===== config.mk =====
export PLATFORM = sky130hd
export DESIGN_NAME = tph_ctrl
export DESIGN_NICKNAME = d
export VERILOG_FILES = /design/src/design/tph_pkg.sv /design/src/design/tph_ctrl.sv
export VERILOG_INCLUDE_DIRS = /design/src /design/src/design
export SDC_FILE = /design/constraint.sdc
export NUM_CORES = 1
export LEC_CHECK = 0
export BUFFER_PORTS_ARGS = -buffer_cell sky130_fd_sc_hd__buf_2
export CAP_MARGIN = 5
export CORE_AREA = 2 2 355 181
export CTS_BUF_LIST = sky130_fd_sc_hd__clkbuf_2 sky130_fd_sc_hd__clkbuf_4 sky130_fd_sc_hd__clkbuf_8
export DETAILED_ROUTE_END_ITERATION = 12
export DIE_AREA = 0 0 357 183
export SLEW_MARGIN = 0
export SYNTH_ARGS = -nofsm -noshare
export SYNTH_HDL_FRONTEND = slang
export SYNTH_SLANG_ARGS = --single-unit
export TNS_END_PERCENT = 1

===== constraint.sdc =====
create_clock -name clock -period 8.8 [get_ports clock]
set_clock_uncertainty 0.15 [all_clocks]
set_input_delay 0.44 -clock clock [delete_from_list [all_inputs] [get_ports clock]]
set_output_delay 0.44 -clock clock [all_outputs]
set_load 0.005 [all_outputs]

===== src/design/tph_params.svh =====
`ifndef TPH_PARAMS_SVH
`define TPH_PARAMS_SVH

// ----------------------------------------------------------------
// Clock and timing
// ----------------------------------------------------------------
`define TPH_CLK_PERIOD_NS   20
`define TPH_LATCH_PULSE_NS  100
`define TPH_LATCH_CYC       ((`TPH_LATCH_PULSE_NS + `TPH_CLK_PERIOD_NS - 1) / `TPH_CLK_PERIOD_NS)
`define TPH_MOTOR_OS_NS     10000
`define TPH_MOTOR_OS_CYC    ((`TPH_MOTOR_OS_NS + `TPH_CLK_PERIOD_NS - 1) / `TPH_CLK_PERIOD_NS)
`define TPH_WD_TIMEOUT_NS   100000000
`define TPH_WD_CYC          (`TPH_WD_TIMEOUT_NS / `TPH_CLK_PERIOD_NS)

// ----------------------------------------------------------------
// Print line geometry, drive burn extra and strobe polarity switch bit
// ----------------------------------------------------------------
`define TPH_LINE_DOTS       320
`define TPH_GROUP_DOTS      64
`define TPH_GROUPS          5
`define TPH_LINE_WORDS      10
`define TPH_DRIVE_EXTRA     12'h040
`define TPH_VAR_HIGH_BIT    0

// ----------------------------------------------------------------
// Register byte offsets and burn base reset value
// ----------------------------------------------------------------
`define TPH_OFF_CTRL        12'h000
`define TPH_OFF_STATUS      12'h004
`define TPH_OFF_BURN_BASE   12'h008
`define TPH_OFF_HOST_LATCH  12'h00C
`define TPH_OFF_HOST_REGS   12'h010
`define TPH_OFF_IRQ_STAT    12'h014
`define TPH_OFF_IRQ_MASK    12'h018
`define TPH_OFF_LINE_BASE   12'h020
`define TPH_OFF_LINE_END    12'h044
`define TPH_BURN_BASE_RST   8'h40

`endif


===== src/design/tph_pkg.sv =====
package tph_pkg;

    // Pins from outside the clock domain, synchronised as one bundle
    typedef struct packed {
        logic       paper_out;
        logic       head_up;
        logic       front_panel_reset;
        logic       host_write_strobe_n;
        logic       host_read_strobe_n;
        logic       host_reg_sel;
        logic [1:0] host_addr;
        logic [7:0] host_data;
        logic [7:0] supply_level;
        logic [7:0] head_temp;
        logic [3:0] config_switch;
    } tph_pins_t;

    typedef struct packed {
        logic [23:0] unused;
        logic        pending_flag_clear_n;
        logic        wd_kick;
        logic        clear_pending;
        logic        host_int_req;
        logic        beeper_gate_bit;
        logic        step_pulse;
        logic        motor_fire;
        logic        start_line;
    } tph_ctrl_t;

    typedef struct packed {
        logic [18:0] unused;
        logic        wd_seen;
        logic [3:0]  config_switch;
        logic        host_int;
        logic        zero_det;
        logic        feed_det;
        logic        motor_en;
        logic        head_up;
        logic        paper_out;
        logic        pending;
        logic        print_active;
    } tph_status_t;

    typedef struct packed {
        logic error;
        logic watchdog;
        logic line_done;
        logic host_data;
    } tph_irq_t;

    typedef enum logic [2:0] {
        TPH_IDLE, TPH_SHIFT_LO, TPH_SHIFT_HI, TPH_LATCH, TPH_BURN
    } tph_state_t;

endpackage : tph_pkg


===== src/design/tph_ctrl.sv =====
// Function
// RQ1: shift 320 dots with inverted serial clock
// RQ2: pulse burn latch after all bits
// RQ3: burn five 64-dot groups in turn
// RQ4: burn time from supply, temperature, drive
// RQ5: motor steps four phases per pulse; code rotates one phase per step pulse
// RQ6: motor steps only while one-shot enabled
// RQ7: software senses print in progress
// RQ8: reset at power-up and on watchdog
// RQ9: front panel reset resets the controller
// RQ10: host loads latch and four nibble registers
// RQ11: host sees only the interrupt line
// RQ12: host write sets pending flag, grants access
// RQ13: pending flag exposes feed and zero detects
// RQ14: line memory only while flag cleared
// RQ15: program strobe direct, data select decoded
// RQ16: address captured by latch strobe, held
// RQ17: paper/head faults beep, gated, reported
// RQ18: switches select host strobe polarity
// RQ19: host access clears host interrupt
`include "tph_params.svh"
`timescale 1ns/10ps
`default_nettype none

module tph_ctrl #(
    parameter int WD_CYC = `TPH_WD_CYC
) (
    input  wire logic                 clock,
    input  wire logic                 rst_n,
    input  wire logic                 psel,
    input  wire logic                 penable,
    input  wire logic                 pwrite,
    input  wire logic [11:0]          paddr,
    input  wire logic [31:0]          pwdata,
    output logic                      pready,
    output logic [31:0]               prdata,
    output logic                      pslverr,
    input  wire tph_pkg::tph_pins_t   pins,
    output logic                      head_data,
    output logic                      head_shift_clock,
    output logic                      burn_latch_bit,
    output logic [4:0]                burn_enable,
    output logic [3:0]                motor_phase,
    output logic                      motor_output_enable_n,
    output logic                      beeper,
    output logic                      host_int,
    output logic                      irq
);
    import tph_pkg::*;

    // ------------------------------------------------------------
    // Pin synchronisers
    // ------------------------------------------------------------
    tph_pins_t  s1_q, s2_q, s3_q, pf_q;

    always_ff @(posedge clock) begin
        if (!rst_n) begin
            s1_q <= '0;
            s2_q <= '0;
            s3_q <= '0;
            pf_q <= '0;
        end else begin
            s1_q <= pins;
            s2_q <= s1_q;
            s3_q <= s2_q;
            pf_q <= (s2_q & s3_q) | (pf_q & (s2_q | s3_q));
        end
    end

    // ------------------------------------------------------------
    // Host side strobes
    // ------------------------------------------------------------
    logic high_pol, wr_act, rd_act, wr_prev_q, rd_prev_q, host_wr_edge, host_acc_edge;
    // RQ18 variant strobe polarity
    assign high_pol      = pf_q.config_switch[`TPH_VAR_HIGH_BIT];
    assign wr_act        = high_pol ? pf_q.host_write_strobe_n : ~pf_q.host_write_strobe_n;
    assign rd_act        = high_pol ? pf_q.host_read_strobe_n : ~pf_q.host_read_strobe_n;
    assign host_wr_edge  = wr_act & ~wr_prev_q;
    assign host_acc_edge = host_wr_edge | (rd_act & ~rd_prev_q);

    // ------------------------------------------------------------
    // APB slave
    // ------------------------------------------------------------
    logic [11:0] addr_q;
    logic        pready_q, pslverr_q;
    logic [31:0] prdata_q;
    logic        addr_strobe, access, wr_fire;
    logic        sel_ctrl, sel_status, sel_base, sel_latch, sel_regs, sel_istat, sel_imask;
    logic        sel_line, mapped, program_store_enable_n, data_mem_select_n;
    logic [3:0]  line_idx;
    tph_ctrl_t   ctrl_w;
    logic        pend_q, wd_fire_q, mot_en_n_q;
    tph_state_t  state_q;

    // RQ16 address latch strobe
    assign addr_strobe = psel & ~penable;
    assign access      = psel & penable & ~pready_q;
    assign wr_fire     = psel & penable & pready_q & pwrite;
    assign ctrl_w      = tph_ctrl_t'(pwdata);
    assign line_idx    = 4'((addr_q - `TPH_OFF_LINE_BASE) >> 2);
    assign sel_ctrl    = addr_q == `TPH_OFF_CTRL;
    assign sel_status  = addr_q == `TPH_OFF_STATUS;
    assign sel_base    = addr_q == `TPH_OFF_BURN_BASE;
    assign sel_latch   = addr_q == `TPH_OFF_HOST_LATCH;
    assign sel_regs    = addr_q == `TPH_OFF_HOST_REGS;
    assign sel_istat   = addr_q == `TPH_OFF_IRQ_STAT;
    assign sel_imask   = addr_q == `TPH_OFF_IRQ_MASK;
    assign sel_line    = (addr_q >= `TPH_OFF_LINE_BASE) && (addr_q <= `TPH_OFF_LINE_END)
                         && (addr_q[1:0] == 2'h0);
    // RQ15 program strobe direct, data select decoded
    assign program_store_enable_n = ~(psel & ~pwrite & sel_line);
    assign data_mem_select_n      = ~(psel & sel_line & program_store_enable_n & pwrite
                                      & ~pend_q) & program_store_enable_n;
    assign mapped = sel_ctrl | sel_status | sel_base | sel_latch | sel_regs | sel_istat
                    | sel_imask | (sel_line & ~(data_mem_select_n & program_store_enable_n));

    always_ff @(posedge clock) begin
        if (!rst_n) begin
            addr_q <= 12'h000;
        end else if (addr_strobe) begin
            addr_q <= paddr;
        end
    end

    // ------------------------------------------------------------
    // Registers and flags
    // ------------------------------------------------------------
    logic [31:0] line_mem [`TPH_LINE_WORDS];
    logic [7:0]  burn_base_q, host_latch_q;
    logic [3:0]  host_regs_q [4];
    logic        beep_gate_q, host_int_q, feed_det_q, zero_det_q, wd_seen_q;
    tph_irq_t    istat_q, imask_q, ev;
    tph_status_t st;
    logic        clr_pend, err_now, err_prev_q;

    assign clr_pend = wr_fire & sel_ctrl & (ctrl_w.clear_pending | ~ctrl_w.pending_flag_clear_n);
    assign err_now  = pf_q.paper_out | pf_q.head_up;

    always_ff @(posedge clock) begin
        if (!rst_n) begin
            burn_base_q <= `TPH_BURN_BASE_RST;
            beep_gate_q <= 1'b0;
            imask_q     <= '0;
        end else if (wr_fire) begin
            if (sel_base) burn_base_q <= pwdata[7:0];
            if (sel_ctrl) beep_gate_q <= ctrl_w.beeper_gate_bit;
            if (sel_imask) imask_q <= tph_irq_t'(pwdata[3:0]);
        end
    end

    // RQ14 line memory only while flag clear
    always_ff @(posedge clock) begin
        if (wr_fire && sel_line && !pend_q) begin
            line_mem[line_idx] <= pwdata;
        end
    end

    // RQ10 host latch and register file
    always_ff @(posedge clock) begin
        if (!rst_n) begin
            host_latch_q <= 8'h00;
            host_regs_q  <= '{default: 4'h0};
        end else if (host_wr_edge) begin
            if (pf_q.host_reg_sel) host_regs_q[pf_q.host_addr] <= pf_q.host_data[3:0];
            else host_latch_q <= pf_q.host_data;
        end
    end

    always_ff @(posedge clock) begin
        if (!rst_n) begin
            // Seen as active until idle, so no false edge after reset
            wr_prev_q  <= 1'b1;
            rd_prev_q  <= 1'b1;
            err_prev_q <= 1'b0;
            pend_q     <= 1'b0;
            host_int_q <= 1'b0;
            istat_q    <= '0;
            wd_seen_q  <= 1'b0;
        end else begin
            wr_prev_q  <= wr_act;
            rd_prev_q  <= rd_act;
            err_prev_q <= err_now;
            // RQ12 host write sets pending flag
            pend_q     <= host_wr_edge | (pend_q & ~clr_pend);
            // RQ19 host access clears interrupt
            host_int_q <= (wr_fire & sel_ctrl & ctrl_w.host_int_req)
                          | (host_int_q & ~host_acc_edge);
            istat_q    <= ev | (istat_q & ~((wr_fire & sel_istat) ? tph_irq_t'(pwdata[3:0]) : '0));
            wd_seen_q  <= wd_fire_q | (wd_seen_q & ~(wr_fire & sel_istat));
        end
    end

    // RQ13 detects visible through pending flag
    assign st.unused        = '0;
    assign st.wd_seen       = wd_seen_q;
    assign st.config_switch = pf_q.config_switch;
    assign st.host_int      = host_int_q;
    assign st.zero_det      = zero_det_q & pend_q;
    assign st.feed_det      = feed_det_q & pend_q;
    assign st.motor_en      = ~mot_en_n_q;
    assign st.head_up       = pf_q.head_up;
    assign st.paper_out     = pf_q.paper_out;
    assign st.pending       = pend_q;
    // RQ7 print in progress sensed
    assign st.print_active  = state_q != TPH_IDLE;

    logic [31:0] rd_mux;
    assign rd_mux = sel_ctrl   ? {24'h000000, 4'h0, host_int_q, beep_gate_q, 2'h0} :
                    sel_status ? 32'(st) :
                    sel_base   ? {24'h000000, burn_base_q} :
                    sel_latch  ? (pend_q ? {24'h000000, host_latch_q} : 32'h00000000) :
                    sel_regs   ? (pend_q ? {16'h0000, host_regs_q[3], host_regs_q[2],
                                            host_regs_q[1], host_regs_q[0]} : 32'h00000000) :
                    sel_istat  ? {28'h0000000, istat_q} :
                    sel_imask  ? {28'h0000000, imask_q} :
                    (sel_line & ~program_store_enable_n) ? line_mem[line_idx] : 32'h00000000;

    always_ff @(posedge clock) begin
        if (!rst_n) begin
            pready_q  <= 1'b0;
            prdata_q  <= 32'h00000000;
            pslverr_q <= 1'b0;
            irq       <= 1'b0;
        end else begin
            pready_q  <= access;
            prdata_q  <= (access & ~pwrite & mapped) ? rd_mux : 32'h00000000;
            pslverr_q <= access & ~mapped;
            irq       <= |(istat_q & imask_q);
        end
    end

    assign pready  = pready_q;
    assign prdata  = prdata_q;
    assign pslverr = pslverr_q;

    // ------------------------------------------------------------
    // Supervisor
    // ------------------------------------------------------------
    logic [31:0] wd_cnt_q;
    logic        core_rst;
    // RQ8 watchdog on address strobe
    always_ff @(posedge clock) begin
        if (!rst_n || addr_strobe) begin
            wd_cnt_q  <= 32'h00000000;
            wd_fire_q <= 1'b0;
        end else begin
            wd_fire_q <= wd_cnt_q == 32'(WD_CYC - 1);
            wd_cnt_q  <= (wd_cnt_q == 32'(WD_CYC - 1)) ? 32'h00000000 : wd_cnt_q + 32'h1;
        end
    end
    // RQ9 front panel reset
    assign core_rst = !rst_n | wd_fire_q | pf_q.front_panel_reset;

    // ------------------------------------------------------------
    // Print engine
    // ------------------------------------------------------------
    logic [8:0]  bit_q;
    logic [2:0]  grp_q;
    logic [11:0] tmr_q;
    logic        hd_q, hclk_q, latch_q, start;
    logic [4:0]  ben_q;

    function automatic logic [11:0] tph_burn_len(input logic [7:0] base, input logic [7:0] volt,
                                                 input logic [7:0] temp, input logic drive);
        logic [11:0] n;
        n = {2'h0, base, 2'h0} + {4'h0, 8'hFF - volt} + {4'h0, 8'hFF - temp}
            + (drive ? `TPH_DRIVE_EXTRA : 12'h000);
        return (n == 12'h000) ? 12'h001 : n;
    endfunction : tph_burn_len

    assign start = wr_fire & sel_ctrl & ctrl_w.start_line;

    always_ff @(posedge clock) begin
        if (core_rst) begin
            state_q <= TPH_IDLE;
            bit_q   <= 9'h000;
            grp_q   <= 3'h0;
            tmr_q   <= 12'h000;
            hd_q    <= 1'b0;
            hclk_q  <= 1'b0;
            latch_q <= 1'b0;
            ben_q   <= 5'h00;
        end else begin
            case (state_q)
                TPH_IDLE: begin
                    if (start) begin
                        state_q <= TPH_SHIFT_LO;
                        bit_q   <= 9'h000;
                    end
                end
                // RQ1 data then rising head clock
                TPH_SHIFT_LO: begin
                    hd_q    <= line_mem[bit_q[8:5]][bit_q[4:0]];
                    hclk_q  <= 1'b0;
                    state_q <= TPH_SHIFT_HI;
                end
                TPH_SHIFT_HI: begin
                    hclk_q <= 1'b1;
                    bit_q  <= bit_q + 9'h001;
                    if (bit_q == 9'(`TPH_LINE_DOTS - 1)) begin
                        // RQ2 latch after last bit
                        state_q <= TPH_LATCH;
                        tmr_q   <= 12'(`TPH_LATCH_CYC);
                    end else begin
                        state_q <= TPH_SHIFT_LO;
                    end
                end
                TPH_LATCH: begin
                    hclk_q  <= 1'b0;
                    latch_q <= tmr_q != 12'h000;
                    tmr_q   <= tmr_q - 12'h001;
                    if (tmr_q == 12'h000) begin
                        state_q <= TPH_BURN;
                        grp_q   <= 3'h0;
                        // RQ4 burn length from sensors
                        tmr_q   <= tph_burn_len(burn_base_q, pf_q.supply_level,
                                                pf_q.head_temp, ~mot_en_n_q);
                    end
                end
                // RQ3 one 64-dot group per enable
                TPH_BURN: begin
                    ben_q <= 5'h01 << grp_q;
                    tmr_q <= tmr_q - 12'h001;
                    if (tmr_q == 12'h001) begin
                        ben_q <= 5'h00;
                        grp_q <= grp_q + 3'h1;
                        tmr_q <= tph_burn_len(burn_base_q, pf_q.supply_level,
                                              pf_q.head_temp, ~mot_en_n_q);
                        if (grp_q == 3'(`TPH_GROUPS - 1)) state_q <= TPH_IDLE;
                    end
                end
                default: state_q <= TPH_IDLE;
            endcase
        end
    end

    // ------------------------------------------------------------
    // Paper feed motor
    // ------------------------------------------------------------
    logic [15:0] os_q;
    logic [3:0]  ph_q;
    logic        step_ok;
    // RQ6 steps only while enabled
    assign step_ok = wr_fire & sel_ctrl & ctrl_w.step_pulse & ~mot_en_n_q;

    always_ff @(posedge clock) begin
        if (core_rst) begin
            os_q       <= 16'h0000;
            mot_en_n_q <= 1'b1;
            ph_q       <= 4'h1;
        end else begin
            if (wr_fire && sel_ctrl && ctrl_w.motor_fire) os_q <= 16'(`TPH_MOTOR_OS_CYC);
            else if (os_q != 16'h0000) os_q <= os_q - 16'h0001;
            mot_en_n_q <= ~((wr_fire & sel_ctrl & ctrl_w.motor_fire) | (os_q > 16'h0001));
            // RQ5 four-phase rotation
            if (step_ok) ph_q <= {ph_q[2:0], ph_q[3]};
        end
    end

    always_ff @(posedge clock) begin
        if (core_rst) begin
            feed_det_q <= 1'b0;
            zero_det_q <= 1'b0;
        end else begin
            // Set wins over a clear in the same cycle
            feed_det_q <= step_ok | (feed_det_q & ~clr_pend);
            zero_det_q <= ev.line_done | (zero_det_q & ~clr_pend);
        end
    end

    // ------------------------------------------------------------
    // Events and outputs
    // ------------------------------------------------------------
    assign ev.host_data = host_wr_edge;
    assign ev.line_done = (state_q == TPH_BURN) && (tmr_q == 12'h001)
                          && (grp_q == 3'(`TPH_GROUPS - 1));
    assign ev.watchdog  = wd_fire_q;
    assign ev.error     = err_now & ~err_prev_q;

    logic beep_q;
    always_ff @(posedge clock) begin
        if (!rst_n) beep_q <= 1'b0;
        // RQ17 gated fault beeper
        else beep_q <= err_now & beep_gate_q;
    end

    assign head_data             = hd_q;
    assign head_shift_clock      = hclk_q;
    assign burn_latch_bit        = latch_q;
    assign burn_enable           = ben_q;
    assign motor_phase           = ph_q;
    assign motor_output_enable_n = mot_en_n_q;
    assign beeper                = beep_q;
    // RQ11 interrupt is the only host output
    assign host_int              = host_int_q;
endmodule : tph_ctrl

`default_nettype wire


==> qor.csv, run 1 <==
stage,metric,value,unit
outcome,outcome,"finished, final reports clean",
worst_setup_path,crit_chain,buf_4 -> mux4_1 -> mux4_2 -> a211o_1 -> o221ai_2 -> a211oi_1 -> or3b_1,
clock_tree,cts-root-buf,clkbuf_8,
worst_setup_path,path_buf_inv,1,
yosys,synth_area,27840,um2
power_and_ir_drop,vdd_drop_max,94.81,uV
worst_setup_path,cp_slowest_stage_delay,0.82,ns
timing,rsz0062_at_grt,false,
timing,maxSlewViolCount,0,
clock_tree,cts_tree,done,
worst_setup_path,r2r_slack,4.81,ns
placed_design,post-dp-hpwl,46070,um
worst_setup_path,start_kind,flip-flop,
detailed_routing,drc,0,
yosys,synth.largest_area_cell,edfxtp_1,
die,core,62300,um2
die,dieArea,65330,um2
clock_tree,cts_made_buffers,95,
die,die_x,357,um
global_route,grt_max_degree,93,
detailed_routing,postRouteAntennaNets,0,
die,rows,65,
timing,fin_crit_sh,45.30,%
worst_setup_path,cp.required,9.24,ns
yosys,ys_seq_elements,654,
global_route,antenna_found_initial,4,
run,drv_cap,0,
yosys,yosysWarnings,0,
clock_tree,clkTransAtPathRegs,0.07,ns
detailed_routing,drt-initial-drc-count,2027,
power_and_ir_drop,powerDensity,195.0,nW/um2
global_route,grt_pass1_wl,109100,um
yosys,seq_area_frac_synth,58.53,%
yosys,synthFlopType,dfxtp_1,
yosys,synth_area_leaders,"edfxtp_1 (35%), dfxtp_1 (24%), mux4_2 (12%)",
placed_design,gp_congestion,0.8525,
cells_and_area,fin_nets,2470,
detailed_routing,vias,18500,
worst_setup_path,crit_family,multiplexers,
clock_tree,clock-sinks,654,
yosys,syn-mean-instance-area,13.14,um2
timing,final-hold-violation-count,0,
placed_design,pre_cts_ws,4.687,ns
detailed_routing,wirelength,71710,um
timing,setup_viol,0,
timing,worst_pin_slew,1.177,ns
global_route,grt_remaining_overflow,0,
yosys,synth_nets,2241,
cells_and_area,final_cell_mix,"dfxtp_1 (328), edfxtp_1 (320), mux4_2 (146)",
cells_and_area,synthToLayoutAreaGrowth,15.80,%
global_route,grt_pass1_vias,17840,
power_and_ir_drop,p_leak,11.03,nW
worst_setup_path,arrival,4.42,ns
timing,setup_slack,4.813,ns
worst_hold_path,hold_path_depth,3,
clock_tree,cts_resized,0,
worst_setup_path,slowest_stage,dfxtp_4,
yosys,synthArstFlopShare,0,%
global_route,grt_use_total,22.04,%
worst_setup_path,worstRegToRegCells,7,
worst_setup_path,endpoint_kind,flip-flop,
clock_tree,clkLatencyLatePin,0.71,ns
detailed_routing,routedWlPerCell,21.95,um
worst_hold_path,hold_path_class,in -> reg,
placed_design,portBuffers,134,
cells_and_area,final_common_cell,dfxtp_1,
yosys,synthCells,2119,
worst_setup_path,r2r_end,head_data,
worst_hold_path,hp-start,psel,
clock_tree,post_cts_buffers,0,
worst_setup_path,crit_path_max_fanout,45,
cells_and_area,fillers,5370,
timing,slew_headroom,21.30,%
worst_setup_path,timing_worst_setup_path_type,reg -> reg,
yosys,synth_cell_types,74,
detailed_routing,drt-vias-per-instance,5.663,
die,pin_count,135,
clock_tree,cts.hold.buffers_added,84,
yosys,synth_edf_count,320,
die,die_y,183,um
timing,fin_crit,3.987,ns
yosys,yosysTopAreaCellShare,34.52,%
die,initial_utilization,44.69,%
cells_and_area,drive_gt1_share,20.94,%
worst_hold_path,min_to,pslverr,
clock_tree,htreeDepth,3,
timing,fmax,250.8,MHz
detailed_routing,drt_pass1_iterations,6,
timing,tns,0,ns
clock_tree,clk_path_buf_depth,3,
## worst register-to-register path, stage by stage, from the launching register on
cell,delay [ns]
dfxtp_4,0.82
buf_4,0.82
mux4_1,0.73
mux4_2,0.47
a211o_1,0.33
o221ai_2,0.13
a211oi_1,0.07
or3b_1,0.38
## worst max path at each step
stage	from	end	depth (start not counted)
after floorplan	addr_q[4]	line_mem[4][0]	6
after global placement	flip-flop	head_data	7
after detailed placement	flip-flop	head_data	7
after CTS	flip-flop	head_data	7
after global routing	flip-flop	head_data	7
final	flip-flop	head_data	7
## routing by layer
layer	track usage [%]	up-vias	share of wire, %
li1	-	8403	-
met1	34.87	9179	48
met2	29.82	815	41
met3	5.701	98	10
met4	5.025	0	1.6
met5	0	-	0
## registers in the layout, indices dropped and copies added, names as in the netlist, 3 cells and up, named ones only
register,count
addr_q,12
bit_q,9
burn_base_q,8
burn_enable,5
grp_q,3
host_latch_q,8
host_regs_q,16
imask_q,4
istat_q,4
line_mem,320
motor_phase,4
os_q,16
pf_q,35
prdata,32
s1_q,36
s2_q,36
s3_q,36
state_q,3
tmr_q,12
wd_cnt_q,32
## cells by family after synthesis
| logic type | after synthesis | share of synthesized area (%) |
|---|---|---|
| mux | 240 | 15.44 |
| buf+inv | 168 | 2.562 |
| simple gates | 623 | 11.68 |
| xor+xnor | 51 | 1.604 |
| flops | 654 | 58.53 |
| fa+ha+maj | 37 | 1.879 |
| compound gates | 346 | 8.301 |
## layout make-up
type | instances | area [um2] | area share (%)
diodes | 3 | 7.507 | 0.02329
clock buffers | 145 | 1814 | 5.627
clock inverters | 30 | 225.2 | 0.6986
inverters | 51 | 191.4 | 0.5938
multi-input cells | 1297 | 10900 | 33.81
flip-flops and latches | 654 | 16310 | 50.59
well taps | 837 | 1047 | 3.248
repair buffers | 249 | 1744 | 5.410
## cells in the mapped netlist, drive strengths merged (17+ instances only)
cell / instances
edfxtp: 320
nand2: 140
inv: 51
buf: 36
a211oi: 55
nor3: 36
ha: 29
mux2i: 87
xor2: 26
mux4: 150
a21boi: 55
xnor2: 25
clkbuf: 81
o21ai: 71
nor4: 17
a21oi: 70
and2: 116
nor2: 117
dfxtp: 334
nor2b: 81
nand3: 38
## report_power, final
group	switching (mW)	total [mW]	leakage (nW)	internal, mW
Combinational	0.242	0.426	4.36	0.184
Sequential	0.0379	3.27	5.59	3.23
Clock	1.18	2.59	1.09	1.41
## stage by stage
step                hold WS [ns]  utilization (%)  cell area (um2)  total power, mW  cells
floorplan                 0.2619                -            27840            3.595   2119
global placement          0.2689            47.11            29350            3.713   3003
detailed placement        0.2684            47.11            29350            3.728   3003
CTS                      0.01018            51.73            32230            6.345   3262
global route             0.05266            51.75            32240            6.539   3266
finish                   0.09083            51.75            32240            6.286   3266
(Power assumes the default switching activity.)
==> inputs of run 2 (changes only) <==
==> constraint.sdc (replaced) <==
create_clock -name clock -period 3.8 [get_ports clock]
set_clock_uncertainty 0.15 [all_clocks]
set_input_delay 0.19 -clock clock [delete_from_list [all_inputs] [get_ports clock]]
set_output_delay 0.19 -clock clock [all_outputs]
set_load 0.005 [all_outputs]
==> run 2 against run 1 <==
  * Worst hold slack barely moved
  * Largest cell class unchanged
  * Via count rose by 0.51%
  * Count of clock-buffer cells in the layout is 4 higher
  * Cell area increased by 1.3%
  * Combinational power rose by 130%
  * Sequential power grew 130%
  * Fmax grew 17%
  * Die area did not move
  * Worst setup slack worse by 4.4 ns
  * Routed wire length grew 0.41%
  * Sequential cell count unchanged
==> qor.csv, run 2 (synthesis gave the netlist of run 1 again) <==
stage,metric,value,unit,change
outcome,outcome,"finished, final reports clean",,
clock_tree,cts_resized,0,,unchanged
worst_setup_path,startpoint,burn_base_q[0],,
cells_and_area,largest_reg_flops,320,,unchanged
placed_design,post-dp-hpwl,47070,um,+2.2%
clock_tree,cts_tree,done,,
timing,setup_viol,0,,unchanged
clock_tree,cts-root-buf,clkbuf_8,,
die,pin_count,135,,unchanged
detailed_routing,drt-initial-drc-count,1965,,-3.1%
die,die_x,357,um,unchanged
clock_tree,clk_path_buf_depth,3,,unchanged
worst_setup_path,r2r_slack,0.38,ns,-4.43 ns
placed_design,pre_cts_ws,0.4353,ns,-4.251 ns
worst_setup_path,cp.required,4.20,ns,-5.04 ns
power_and_ir_drop,p_leak,11.18,nW,+1.4%
timing,rsz0062_at_grt,false,,
worst_setup_path,crit_path_max_fanout,4,,-91%
clock_tree,post_cts_buffers,0,,unchanged
worst_setup_path,arrival,3.82,ns,-0.60 ns
worst_setup_path,worstReg2RegStart,burn_base_q[0],,
worst_hold_path,hold_path_class,in -> reg,,
placed_design,gp_congestion,0.8508,,-0.20%
cells_and_area,regMostFlops,line_mem,,
detailed_routing,drt_pass1_iterations,5,,-1
die,rows,65,,unchanged
global_route,grt_remaining_overflow,0,,unchanged
worst_setup_path,start_kind,flip-flop,,
run,drv_cap,0,,unchanged
global_route,antenna_found_initial,3,,-1
global_route,grt_pass1_vias,18110,,+1.5%
cells_and_area,final_cell_mix,"dfxtp_1 (328), edfxtp_1 (320), mux4_2 (146)",,
global_route,grt_max_degree,205,,+120%
global_route,grt_pass1_wl,109200,um,+0.12%
power_and_ir_drop,p_switching,3.338,mW,+130%
worst_setup_path,cp_slowest_stage_delay,0.48,ns,-0.34 ns
detailed_routing,drc,0,,unchanged
detailed_routing,routedWlPerCell,21.83,um,-0.56%
worst_setup_path,crit_top_cell,inv_1,,
timing,fin_crit_sh,89.93,%,+45 points
die,core,62300,um2,unchanged
timing,slew_headroom,36.57,%,+15 points
clock_tree,htreeDepth,3,,unchanged
timing,fmax,292.6,MHz,+17%
timing,maxSlewViolCount,0,,unchanged
power_and_ir_drop,vdd_drop_max,236.6,uV,+150%
clock_tree,clock-sinks,654,,unchanged
worst_setup_path,slowest_stage,fa_1,,
clock_tree,cts_made_buffers,92,,-3.2%
die,dieArea,65330,um2,unchanged
worst_setup_path,timing_worst_setup_path_type,reg -> reg,,
detailed_routing,vias,18590,,+0.51%
worst_setup_path,crit_chain,inv_1 -> fa_1 -> inv_1 -> ha_1 -> ha_1 -> inv_1 -> fa_1 -> nor2b_1 -> o21a_1 -> or3_1 -> a211oi_1 -> a31oi_1 -> a21oi_1 -> nor2_1,,
die,initial_utilization,44.69,%,unchanged
power_and_ir_drop,powerDensity,438.0,nW/um2,+120%
cells_and_area,final_common_cell,dfxtp_1,,
clock_tree,clkTransAtPathRegs,0.06,ns,about the same
cells_and_area,drive_gt1_share,21.51,%,+0.57 points
cells_and_area,synthToLayoutAreaGrowth,17.34,%,
clock_tree,clkLatencyLatePin,0.69,ns,-0.02 ns
placed_design,portBuffers,134,,unchanged
worst_setup_path,endpoint_kind,flip-flop,,
die,die_y,183,um,unchanged
power_and_ir_drop,p_sw_share,23.33,%,+0.064 points
power_and_ir_drop,finalPower,14.31,mW,+130%
power_and_ir_drop,pwr-share-clk,40.1,%,-1.1 points
worst_setup_path,endpoint,tmr_q[4],,
worst_setup_path,r2r_end,tmr_q[4],,
timing,fin_crit,3.417,ns,-0.5694 ns
detailed_routing,drt-vias-per-instance,5.637,,-0.46%
timing,final-hold-violation-count,0,,unchanged
cells_and_area,fin_nets,2505,,+1.4%
detailed_routing,postRouteAntennaNets,0,,unchanged
worst_setup_path,worstRegToRegCells,14,,+7
timing,setup_slack,0.3826,ns,-4.431 ns
timing,worst_pin_slew,0.9443,ns,-0.2329 ns
power_and_ir_drop,seqPwrFrac,52.9,%,+0.9 points
detailed_routing,wirelength,72000,um,+0.41%
power_and_ir_drop,power_frac_comb,7.0,%,+0.2 points
global_route,grt_use_total,22.07,%,+0.029 points
power_and_ir_drop,p_int,10.97,mW,+130%
## run 2: cell types whose count changed in the layout (fill, tap and decap cells not counted), moves of 2 or more
cell / delta
buf_12: +16
buf_4: +7
bufinv_16: -3
clkbuf_4: +8
clkbuf_8: -4
clkinv_1: -4
clkinv_2: -4
clkinvlp_4: +2
dlygate4sd3_1: +16
## run 2: timing repair
item	4_1_cts	5_1_grt
setup endpoints to repair	0	0
hold buffers	100	0
hold endpoints to repair	398	0
## run 2: metal layers
metal  share of wire, %  vias to the layer above  GRT usage (%)
li1                   -                     8485              -
met1                 47                     9210          33.30
met2                 41                      774          30.12
met3                 11                      119          7.463
met4                2.1                        2          5.681
met5              0.015                        -              0
## run 2: final cells by class
type                       instances  area (um2)
clock inverter                    21       117.6
antenna                            2       5.005
timing repair buffer             287        2272
sequential                       654       16310
fill                            5316       29630
multi-input combinational       1297       10910
clock buffer                     149        1819
tap                              837        1047
inverter                          51       191.4
## run 2: worst min path at each step
stage,start,cells past startpoint,slack (ns),end
finish,pins[26],3,0.09,s1_q[26]
global placement,pins[26],2,0.25,s1_q[26]
detailed placement,pins[14],2,0.25,s1_q[14]
global route,pins[26],3,0.06,s1_q[26]
CTS,pins[5],3,0.05,s1_q[5]
floorplan,pwdata[0],0,0.14,line_mem[0][0]
## run 2: worst max-delay path: cells and delay by family (launching register included)
family	cells	cell delay, ns
AOI/OAI and AO/OA	4	0.94
DFF	1	0.36
and+or+nand+nor	3	0.47
buffers and inverters	3	0.19
adders and majority gates	4	1.18
## run 2: per-stage QoR
stage / util, % / instance area [um2] / cells / hold slack (ns) / setup TNS, ns
detailed placement: 47.72 / 29730 / 3026 / 0.2481 / 0
floorplan: - / 27850 / 2119 / 0.1389 / -38.97
CTS: 52.43 / 32660 / 3296 / 0.04645 / 0
finish: 52.44 / 32670 / 3298 / 0.09102 / 0
global route: 52.44 / 32670 / 3298 / 0.06403 / 0
global placement: 47.72 / 29730 / 3026 / 0.2472 / 0
## run 2: power groups by stage
| stage | registers, mW | logic [mW] | clock network, mW |
|---|---|---|---|
| finish | 7.57 | 0.995 | 5.74 |
| global route | 7.58 | 1.10 | 6.18 |
| detailed placement | 7.73 | 0.906 | 0 |
| floorplan | 7.70 | 0.627 | 0 |
| CTS | 7.57 | 0.989 | 5.88 |
| global placement | 7.72 | 0.890 | 0 |
